<file path="config.mk">
export PLATFORM = sky130hd
export DESIGN_NAME = ext_bus_timing
export DESIGN_NICKNAME = d
export VERILOG_FILES = /design/src/ext_bus_timing.v
export VERILOG_INCLUDE_DIRS = /design/src
export SDC_FILE = /design/constraint.sdc
export NUM_CORES = 1
export LEC_CHECK = 0
export BUFFER_PORTS_ARGS = -buffer_cell sky130_fd_sc_hd__buf_2
export CORE_MARGIN = 3
export CORE_UTILIZATION = 55
export DETAILED_ROUTE_END_ITERATION = 6
export GPL_ROUTABILITY_DRIVEN = 0
export MAX_ROUTING_LAYER = met4
export PLACE_DENSITY = 0.94
export REMOVE_ABC_BUFFERS = 1
export SYNTH_ARGS = -nofsm -noshare
export SYNTH_HDL_FRONTEND = slang
export SYNTH_SLANG_ARGS = --single-unit
</file>
<file path="constraint.sdc">
create_clock -name ref_clk -period 5.59 [get_ports ref_clk]
set_input_delay 1.118 -clock ref_clk [delete_from_list [all_inputs] [get_ports ref_clk]]
set_output_delay 1.118 -clock ref_clk [all_outputs]
set_load 0.005 [all_outputs]
</file>
<file path="src/ext_bus_timing_regs.vh">
// register offsets, field positions, reset values and mode codes
`ifndef EXT_BUS_TIMING_REGS_VH
`define EXT_BUS_TIMING_REGS_VH
`define TC_ADDR        8'haf
`define TC_RESET       8'hff
`define TC_SETUP_HI    7
`define TC_SETUP_LO    6
`define TC_WIDTH_HI    5
`define TC_WIDTH_LO    2
`define TC_HOLD_HI     1
`define TC_HOLD_LO     0
`define CF_NONMUX_BIT  4
`define CF_MODE_HI     4
`define CF_MODE_LO     2
`define CF_ALE_HI      1
`define CF_ALE_LO      0
`define MODE_MUX_BANK  3'h2
`define MODE_NMX_BANK  3'h6
`define OVERHEAD_CYC   4'h4
`endif

</file>
<file path="src/ext_bus_timing.v">
// external memory bus cycle sequencer with timing control register
//
// Contract
// - setup field 7:6 inserts 0..3 cycles
// - strobe low for width field plus one
// - hold field keeps address 0..3 cycles
// - non-muxed 16-bit move drives full address
// - non-muxed no-bank 8-bit: low byte only
// - non-muxed bank 8-bit: high byte from bank
// - muxed 16-bit: low address then data
// - muxed no-bank 8-bit: upper pins undriven
// - muxed bank 8-bit: high byte from bank
// - latch strobe high 1..4 cycles
// - latch strobe low 1..4 cycles
// - write data 1..19 cycles before strobe end
// - write data held 0..3 after strobe
// - timing settings reset to maximum
// - access adds four cycles overhead
// - config bit 4 selects non-muxed bus
`timescale 1ns/10ps
`include "ext_bus_timing_regs.vh"
module ext_bus_timing (
   // clock and reset
   input  wire        ref_clk,
   input  wire        resetn,
   // special function register port
   input  wire [7:0]  sfr_addr,
   input  wire        sfr_wr,
   input  wire [7:0]  sfr_wdata,
   output wire [7:0]  sfr_rdata,
   // configuration from other registers
   input  wire [4:0]  ext_bus_config_reg,
   input  wire [7:0]  bank_select_reg,
   // external move request
   input  wire        external_move_op,
   input  wire        op_write,
   input  wire        op_wide,
   input  wire [15:0] wide_pointer_reg,
   input  wire [7:0]  byte_pointer,
   input  wire [7:0]  op_wdata,
   output wire        op_busy,
   output reg         op_done,
   output reg  [7:0]  op_rdata,
   // external pins
   output reg  [15:8] addr_hi_o,
   output reg         addr_hi_oe,
   output reg  [7:0]  addr_lo_o,
   output reg         addr_lo_oe,
   output reg  [7:0]  data_o,
   output reg         data_oe,
   input  wire [7:0]  data_i,
   output reg         ale,
   output reg         rd_n,
   output reg         wr_n
);
   localparam S_IDLE  = 3'h0;
   localparam S_ALEH  = 3'h1;
   localparam S_ALEL  = 3'h2;
   localparam S_SETUP = 3'h3;
   localparam S_STRB  = 3'h4;
   localparam S_HOLD  = 3'h5;
   localparam S_TAIL  = 3'h6;

   reg  [7:0]  timing_r;
   reg  [2:0]  state_r;
   reg  [3:0]  cnt_r;
   reg         wr_r;
   reg         mux_r;
   reg  [7:0]  wdat_r;
   reg  [7:0]  lo_r;
   reg  [7:0]  data_s1_r;
   reg  [7:0]  data_s2_r;
   wire [1:0]  setup_sel = timing_r[`TC_SETUP_HI:`TC_SETUP_LO];
   wire [3:0]  width_sel = timing_r[`TC_WIDTH_HI:`TC_WIDTH_LO];
   wire [1:0]  hold_sel  = timing_r[`TC_HOLD_HI:`TC_HOLD_LO];
   wire [1:0]  ale_sel   = ext_bus_config_reg[`CF_ALE_HI:`CF_ALE_LO];
   wire [2:0]  mode      = ext_bus_config_reg[`CF_MODE_HI:`CF_MODE_LO];
   wire        nonmux    = ext_bus_config_reg[`CF_NONMUX_BIT];
   wire        bank      = (mode == `MODE_MUX_BANK) ||
                           (mode == `MODE_NMX_BANK);

   assign sfr_rdata = (sfr_addr == `TC_ADDR) ? timing_r : 8'h00;
   assign op_busy   = (state_r != S_IDLE);

   // timing register, comes up at maximum delays
   always @(posedge ref_clk or negedge resetn) begin
      if (!resetn) begin
         timing_r <= `TC_RESET;
      end else if (sfr_wr && sfr_addr == `TC_ADDR) begin
         timing_r <= sfr_wdata;
      end
   end

   // read data pins pass two flops before sampling
   always @(posedge ref_clk or negedge resetn) begin
      if (!resetn) begin
         data_s1_r <= 8'h00;
         data_s2_r <= 8'h00;
      end else begin
         data_s1_r <= data_i;
         data_s2_r <= data_s1_r;
      end
   end

   // access sequencer: latch phase, setup, strobe, hold, overhead
   always @(posedge ref_clk or negedge resetn) begin
      if (!resetn) begin
         state_r    <= S_IDLE;
         cnt_r      <= 4'h0;
         wr_r       <= 1'b0;
         mux_r      <= 1'b0;
         wdat_r     <= 8'h00;
         lo_r       <= 8'h00;
         addr_hi_o  <= 8'h00;
         addr_hi_oe <= 1'b0;
         addr_lo_o  <= 8'h00;
         addr_lo_oe <= 1'b0;
         data_o     <= 8'h00;
         data_oe    <= 1'b0;
         ale        <= 1'b0;
         rd_n       <= 1'b1;
         wr_n       <= 1'b1;
         op_done    <= 1'b0;
         op_rdata   <= 8'h00;
      end else begin
         op_done <= 1'b0;
         case (state_r)
            S_IDLE: begin
               if (external_move_op) begin
                  wr_r   <= op_write;
                  mux_r  <= ~nonmux;
                  wdat_r <= op_wdata;
                  lo_r   <= op_wide ? wide_pointer_reg[7:0] : byte_pointer;
                  // upper byte: pointer, bank or left to port latch
                  if (op_wide) begin
                     addr_hi_o  <= wide_pointer_reg[15:8];
                     addr_hi_oe <= 1'b1;
                  end else if (bank) begin
                     addr_hi_o  <= bank_select_reg;
                     addr_hi_oe <= 1'b1;
                  end else begin
                     addr_hi_oe <= 1'b0;
                  end
                  if (nonmux) begin
                     addr_lo_o  <= op_wide ? wide_pointer_reg[7:0]
                                           : byte_pointer;
                     addr_lo_oe <= 1'b1;
                     data_o     <= op_wdata;
                     data_oe    <= op_write;
                     // zero setup: strobe falls with the address edge
                     if (setup_sel == 2'b00) begin
                        rd_n    <= op_write;
                        wr_n    <= ~op_write;
                        cnt_r   <= width_sel;
                        state_r <= S_STRB;
                     end else begin
                        cnt_r   <= {2'b00, setup_sel} - 4'h1;
                        state_r <= S_SETUP;
                     end
                  end else begin
                     data_o  <= op_wide ? wide_pointer_reg[7:0]
                                        : byte_pointer;
                     data_oe <= 1'b1;
                     ale     <= 1'b1;
                     cnt_r   <= {2'b00, ale_sel};
                     state_r <= S_ALEH;
                  end
               end
            end
            S_ALEH: begin
               if (cnt_r == 4'h0) begin
                  ale     <= 1'b0;
                  data_oe <= 1'b0;
                  cnt_r   <= {2'b00, ale_sel};
                  state_r <= S_ALEL;
               end else begin
                  cnt_r <= cnt_r - 4'h1;
               end
            end
            S_ALEL: begin
               if (cnt_r == 4'h0) begin
                  data_o  <= wdat_r;
                  data_oe <= wr_r;
                  if (setup_sel == 2'b00) begin
                     rd_n    <= wr_r;
                     wr_n    <= ~wr_r;
                     cnt_r   <= width_sel;
                     state_r <= S_STRB;
                  end else begin
                     cnt_r   <= {2'b00, setup_sel} - 4'h1;
                     state_r <= S_SETUP;
                  end
               end else begin
                  cnt_r <= cnt_r - 4'h1;
               end
            end
            S_SETUP: begin
               if (cnt_r == 4'h0) begin
                  rd_n    <= wr_r;
                  wr_n    <= ~wr_r;
                  cnt_r   <= width_sel;
                  state_r <= S_STRB;
               end else begin
                  cnt_r <= cnt_r - 4'h1;
               end
            end
            S_STRB: begin
               if (cnt_r == 4'h0) begin
                  if (!wr_r) begin
                     op_rdata <= data_s2_r;
                  end
                  rd_n    <= 1'b1;
                  wr_n    <= 1'b1;
                  // zero hold: pins released with the strobe
                  if (hold_sel == 2'b00) begin
                     addr_hi_oe <= 1'b0;
                     addr_lo_oe <= 1'b0;
                     data_oe    <= 1'b0;
                     cnt_r      <= `OVERHEAD_CYC - 4'h1;
                     state_r    <= S_TAIL;
                  end else begin
                     cnt_r   <= {2'b00, hold_sel} - 4'h1;
                     state_r <= S_HOLD;
                  end
               end else begin
                  cnt_r <= cnt_r - 4'h1;
               end
            end
            S_HOLD: begin
               if (cnt_r == 4'h0) begin
                  addr_hi_oe <= 1'b0;
                  addr_lo_oe <= 1'b0;
                  data_oe    <= 1'b0;
                  cnt_r      <= `OVERHEAD_CYC - 4'h1;
                  state_r    <= S_TAIL;
               end else begin
                  cnt_r <= cnt_r - 4'h1;
               end
            end
            S_TAIL: begin
               if (cnt_r == 4'h0) begin
                  op_done <= 1'b1;
                  state_r <= S_IDLE;
               end else begin
                  cnt_r <= cnt_r - 4'h1;
               end
            end
            default: begin
               state_r <= S_IDLE;
            end
         endcase
      end
   end
endmodule

</file>
# Yosys cells after proc, flatten, opt, wreduce, memory -nomap -nowiden

Index checks and enable logic that the tools add are counted.

Register bits: 79
Input port bits: 75
Output and inout port bits: 48
Word-level logic and storage cells: 136

Add/sub/neg operators: 3
Equal/unequal tests: 23
Muxes and demuxes: 63
Bitwise gates (word level): 2
Reduce and logical (&&, ||, !) cells: 27

Operators with widths:

| operator                                            | count |
|---|---|
| 2-to-1 mux 8 bit                                    | 7 |
| 2-to-1 mux 4 bit                                    | 10 |
| one-hot mux 4 bit (7 select lines)                  | 1 |
| 2-to-1 mux 1 bit                                    | 27 |
| 2-to-1 mux 3 bit                                    | 9 |
| inequality test 2 bit, second input constant        | 13 |
| one-hot mux 3 bit (7 select lines)                  | 1 |
| one-hot mux 8 bit (2 select lines)                  | 1 |
| AND reduction 3 bit                                 | 5 |
| equality test 3 bit, second input constant          | 4 |
| one-hot mux 1 bit (4 select lines)                  | 3 |
| AND reduction 6 bit                                 | 2 |
| equality test 3 x 2 -> 1 bit, second input constant | 3 |
| equality test 8 bit, second input constant          | 1 |
| AND reduction 8 bit                                 | 1 |
| nonzero test 4 bit                                  | 2 |
| AND reduction 7 bit                                 | 1 |
| nonzero test 7 bit                                  | 1 |
| one-hot mux 1 bit (3 select lines)                  | 2 |
| nonzero test 2 bit                                  | 3 |
| nonzero test 3 bit                                  | 2 |
| subtractor 2 x 1 -> 3 bit, second input constant    | 2 |
| AND reduction 5 bit                                 | 1 |
| logical NOT 2 bit                                   | 2 |
| 13 further kinds                                    | 14 |

# Logic depth before layout (Yosys ltp)

Word-level depth: 6
Mapped depth: 9
Gate-level depth less buffers: 7

# Worst setup path after synthesis

Ideal clock, no wire load.

Path type: input to output
Start point: input sfr_addr[6]
End point: output sfr_rdata[2]
Arrival time: 1.723 ns
Data required time: 4.472 ns
Path slack: 2.749 ns
Stages on the path: 3
Path buffers: 0
Path through: nand4bb_1 nor2_1 and2_1

Word-level cells in the longest chain between the ends: 2

RTL lines:

| element                              | line                | text |
|---|---|---|
| start, declared                      | ext_bus_timing.v:27 | `input wire [7:0] sfr_addr,` |
| equality test 8 bit (no source line) | n/a                 |  |
| 2-to-1 mux 8 bit                     | ext_bus_timing.v:82 | `` assign sfr_rdata = (sfr_addr == `TC_ADDR) ? timing_r : 8'h00; `` |
| end, declared                        | ext_bus_timing.v:30 | `output wire [7:0] sfr_rdata,` |

Every way passes these cells.

# Worst setup path after layout

Start point: input sfr_addr[6]
End point: output sfr_rdata[7]

Same word-level chain as after synthesis.

==> run summary <==
Netlist cell types -> 58
switching power share of the total -> 0.378
number of diodes -> 0
GR Overflow Total -> 0
Hold WC Path Type -> flop to flop
dpl hpwl -> 6870 microns
Core ar. -> 6570 sq um
clock transition at the registers of the reported paths -> 0.08 ns
Rel. slew slack -> 0.361
Initial Utilization -> 0.589
asr flop ratio synth -> 1.00
cell-internal power -> 0.00146 W
Slew @ Worst Pin -> 0.953 ns
Worst Setup EP -> sfr_rdata[7]
max_cap viols -> 0
die width -> 89.9 microns
fmax -> 0.313 GHz
I/O pins -> 123
Crit. End Element -> output pin
Max FO, Critical Path -> 7
clock share of power -> 0.213
Tmin final -> 3.19 ns
number of port buffers -> 122
global-route wire length before repair -> 15,600 microns
critical path class -> primary input to output pin
die footprint -> 8080 sq um
# rows -> 29
Avg Inst Size Synth -> 11.2 sq um
# clock sinks -> 79
VDD IR max -> 0.290 mV
Post-synth EDFFs -> 0
NetSw -> 0.000887 W
nets@finish -> 541
Worst EP required -> 4.47 ns
Tot GR Track Use -> 0.243
Post-Syn Instances -> 345
Die Y -> 89.9 microns
outcome -> complete, no violations
CTS tree -> built
area fraction of the dominant cell type after synthesis -> 0.446
Critical Path Start -> sfr_addr[6]
Post-Route Skew -> 0.00824 ns
Avg Vias per Cell -> 5.74
sequential area share after synthesis -> 0.514
RSZ-0062 raised after global routing -> no
Worst R2R Setup Slack -> 2.88 ns
largest net degree at the start of global routing -> 80
Final Setup Violations -> 0
PD cells -> 497 nW/um^2
post_cts resized -> 0
post-DR wirelength/cell -> 16.9 microns
Final Hold Viols -> 0
#FFs+latches synth -> 79
non-filler cells in the finished layout -> 560
sequential power share -> 0.414
CP arrival -> 2.07 ns
Mapped Area -> 3870 sq um
reg-to-reg endpoint -> data_oe
combinational cell fraction of total power -> 0.373
Critical Path Source Type -> primary input
prevailing post-synth register cell -> dfrtp_1
commonest non-fill, non-tap cells in the layout -> buf_2 (121), dfrtp_1 (69), mux2_2 (33)
area post-placement -> 4480 sq um
antenna violations before repair -> 0
most common cell after layout, fill and taps aside -> buf_2
drc violations -> 0
layout cell share with drive strength beyond 1 -> 0.422
Critical R2R Launch -> cnt_r[0]
Synth area leaders -> dfrtp_1 (45%), mux2_2 (9.6%), dfstp_2 (6.8%)
# H-tree levels -> 3
final WL -> 9440 microns
Placed Cells -> 544
vias in the first global route -> 3,201
clock buffer count from CTS -> 9
via count -> 3,217
Design Area, Final -> 4710 sq um
# hold bufs at CTS -> 0
fin. max-slew vios -> 0
Final TNS setup -> 0 ns
postcts setup bufs -> 0
P_leak -> 2.30 nW
Tcrit/Tclk final -> 0.571
number of synthesis warnings -> 0
DR pass1 iterations -> 6
Detail Route Antenna Nets -> 0
post-synth top area cell -> dfrtp_1
DRT iter0 DRCs -> 297
Syn-to-layout area delta -> 21.8%
CTS max path bufs -> 2
worst-skew pair later-pin latency -> 0.35 ns
R2R depth -> 7
root buffer selected by CTS -> clkbuf_8
-- routing by layer --
layer  track usage  vias up  wire length, microns  part of all wire
li1              -     1473                     -                 -
met1         0.299     1548                  3800              0.40
met2         0.401      168                  4720              0.50
met5             -        -                     0                 0
met4        0.0740        0                   225             0.024
met3        0.0609       28                   700             0.074
-- worst min path at each step --
| stage | slack (ns) | from | depth (start not counted) | endpoint |
|---|---|---|---|---|
| 4_1_cts | 0.35 | data_s1_r[1] | 0 | data_s2_r[1] |
| 3_5_place_dp | 0.34 | data_s1_r[2] | 0 | data_s2_r[2] |
| 6_report | 0.35 | data_s1_r[7] | 0 | data_s2_r[7] |
| 3_3_place_gp | 0.33 | data_s1_r[6] | 0 | data_s2_r[6] |
| 2_1_floorplan | 0.33 | data_s1_r[0] | 0 | data_s2_r[0] |
| 5_1_grt | 0.36 | data_s1_r[1] | 0 | data_s2_r[1] |
-- flip-flops by register name, summed over array words and instances (netlist names), 3 cells and up --
register and count:
data_o 8, wdat_r 8, data_s1_r 8, op_rdata 8, data_s2_r 8, state_r 3
addr_hi_o 8, addr_lo_o 8, timing_r 8, cnt_r 4
-- cell type report --
type                            instances  area [sq um]
Timing Repair Buffer                  124           628
Multi-Input combinational cell        238          1710
Clock inverter                          7           110
Sequential cell                        79          1990
Tap cell                               93           116
Clock buffer                            9           124
Fill cell                             469          1850
Inverter                               10          37.5
-- critical path, stage by stage --
cell and delay (ns):
buf_2 0.09, nand4bb_1 0.23, nor2_1 0.34, and2_1 0.18, buf_2 0.11
-- Yosys cell counts (3+ instances only) --
cell type,number
nand2_1,31
o21ai_0,29
dfrtp_1,69
o211ai_1,3
and2_1,7
nor2b_1,3
a221oi_1,3
inv_1,8
nor2_1,22
o31ai_1,5
nor3_1,4
dfstp_2,10
clkbuf_1,6
a22oi_1,3
clkbuf_8,5
a21oi_1,19
nand3_1,4
buf_2,5
mux2i_1,21
ha_1,4
mux2_2,33
-- per-stage QoR --
stage	hold WS, ns	power (W)	utilization	setup WS (ns)
finish	0.354	0.00234	0.718	2.40
detailed placement	0.336	0.00184	0.682	2.43
CTS	0.353	0.00234	0.718	2.43
global placement	0.333	0.00178	0.682	2.51
global route	0.360	0.00250	0.718	2.33
floorplan	0.331	0.00149	-	2.39
-- cells by family (layout without fill, tap and decap cells) --
logic type      count (synthesis)  after routing  synth area share
compound gates                 88             88             0.148
fa+ha+maj                       4              4            0.0129
buf+inv                        28            150            0.0456
flops                          79             79             0.514
mux                            56             56             0.158
simple gates                   90             90             0.121
-- power groups by stage --
| stage | logic, W | clock network (W) | registers (W) |
|---|---|---|---|
| after floorplan | 0.000546 | 0 | 0.000942 |
| after global placement | 0.000823 | 0 | 0.000959 |
| after detailed placement | 0.000865 | 0 | 0.000973 |
| after CTS | 0.000871 | 0.000507 | 0.000964 |
| after global routing | 0.000966 | 0.000531 | 0.000999 |
| final | 0.000874 | 0.000500 | 0.000970 |
No activity file was read; power rests on OpenSTA's default activity.
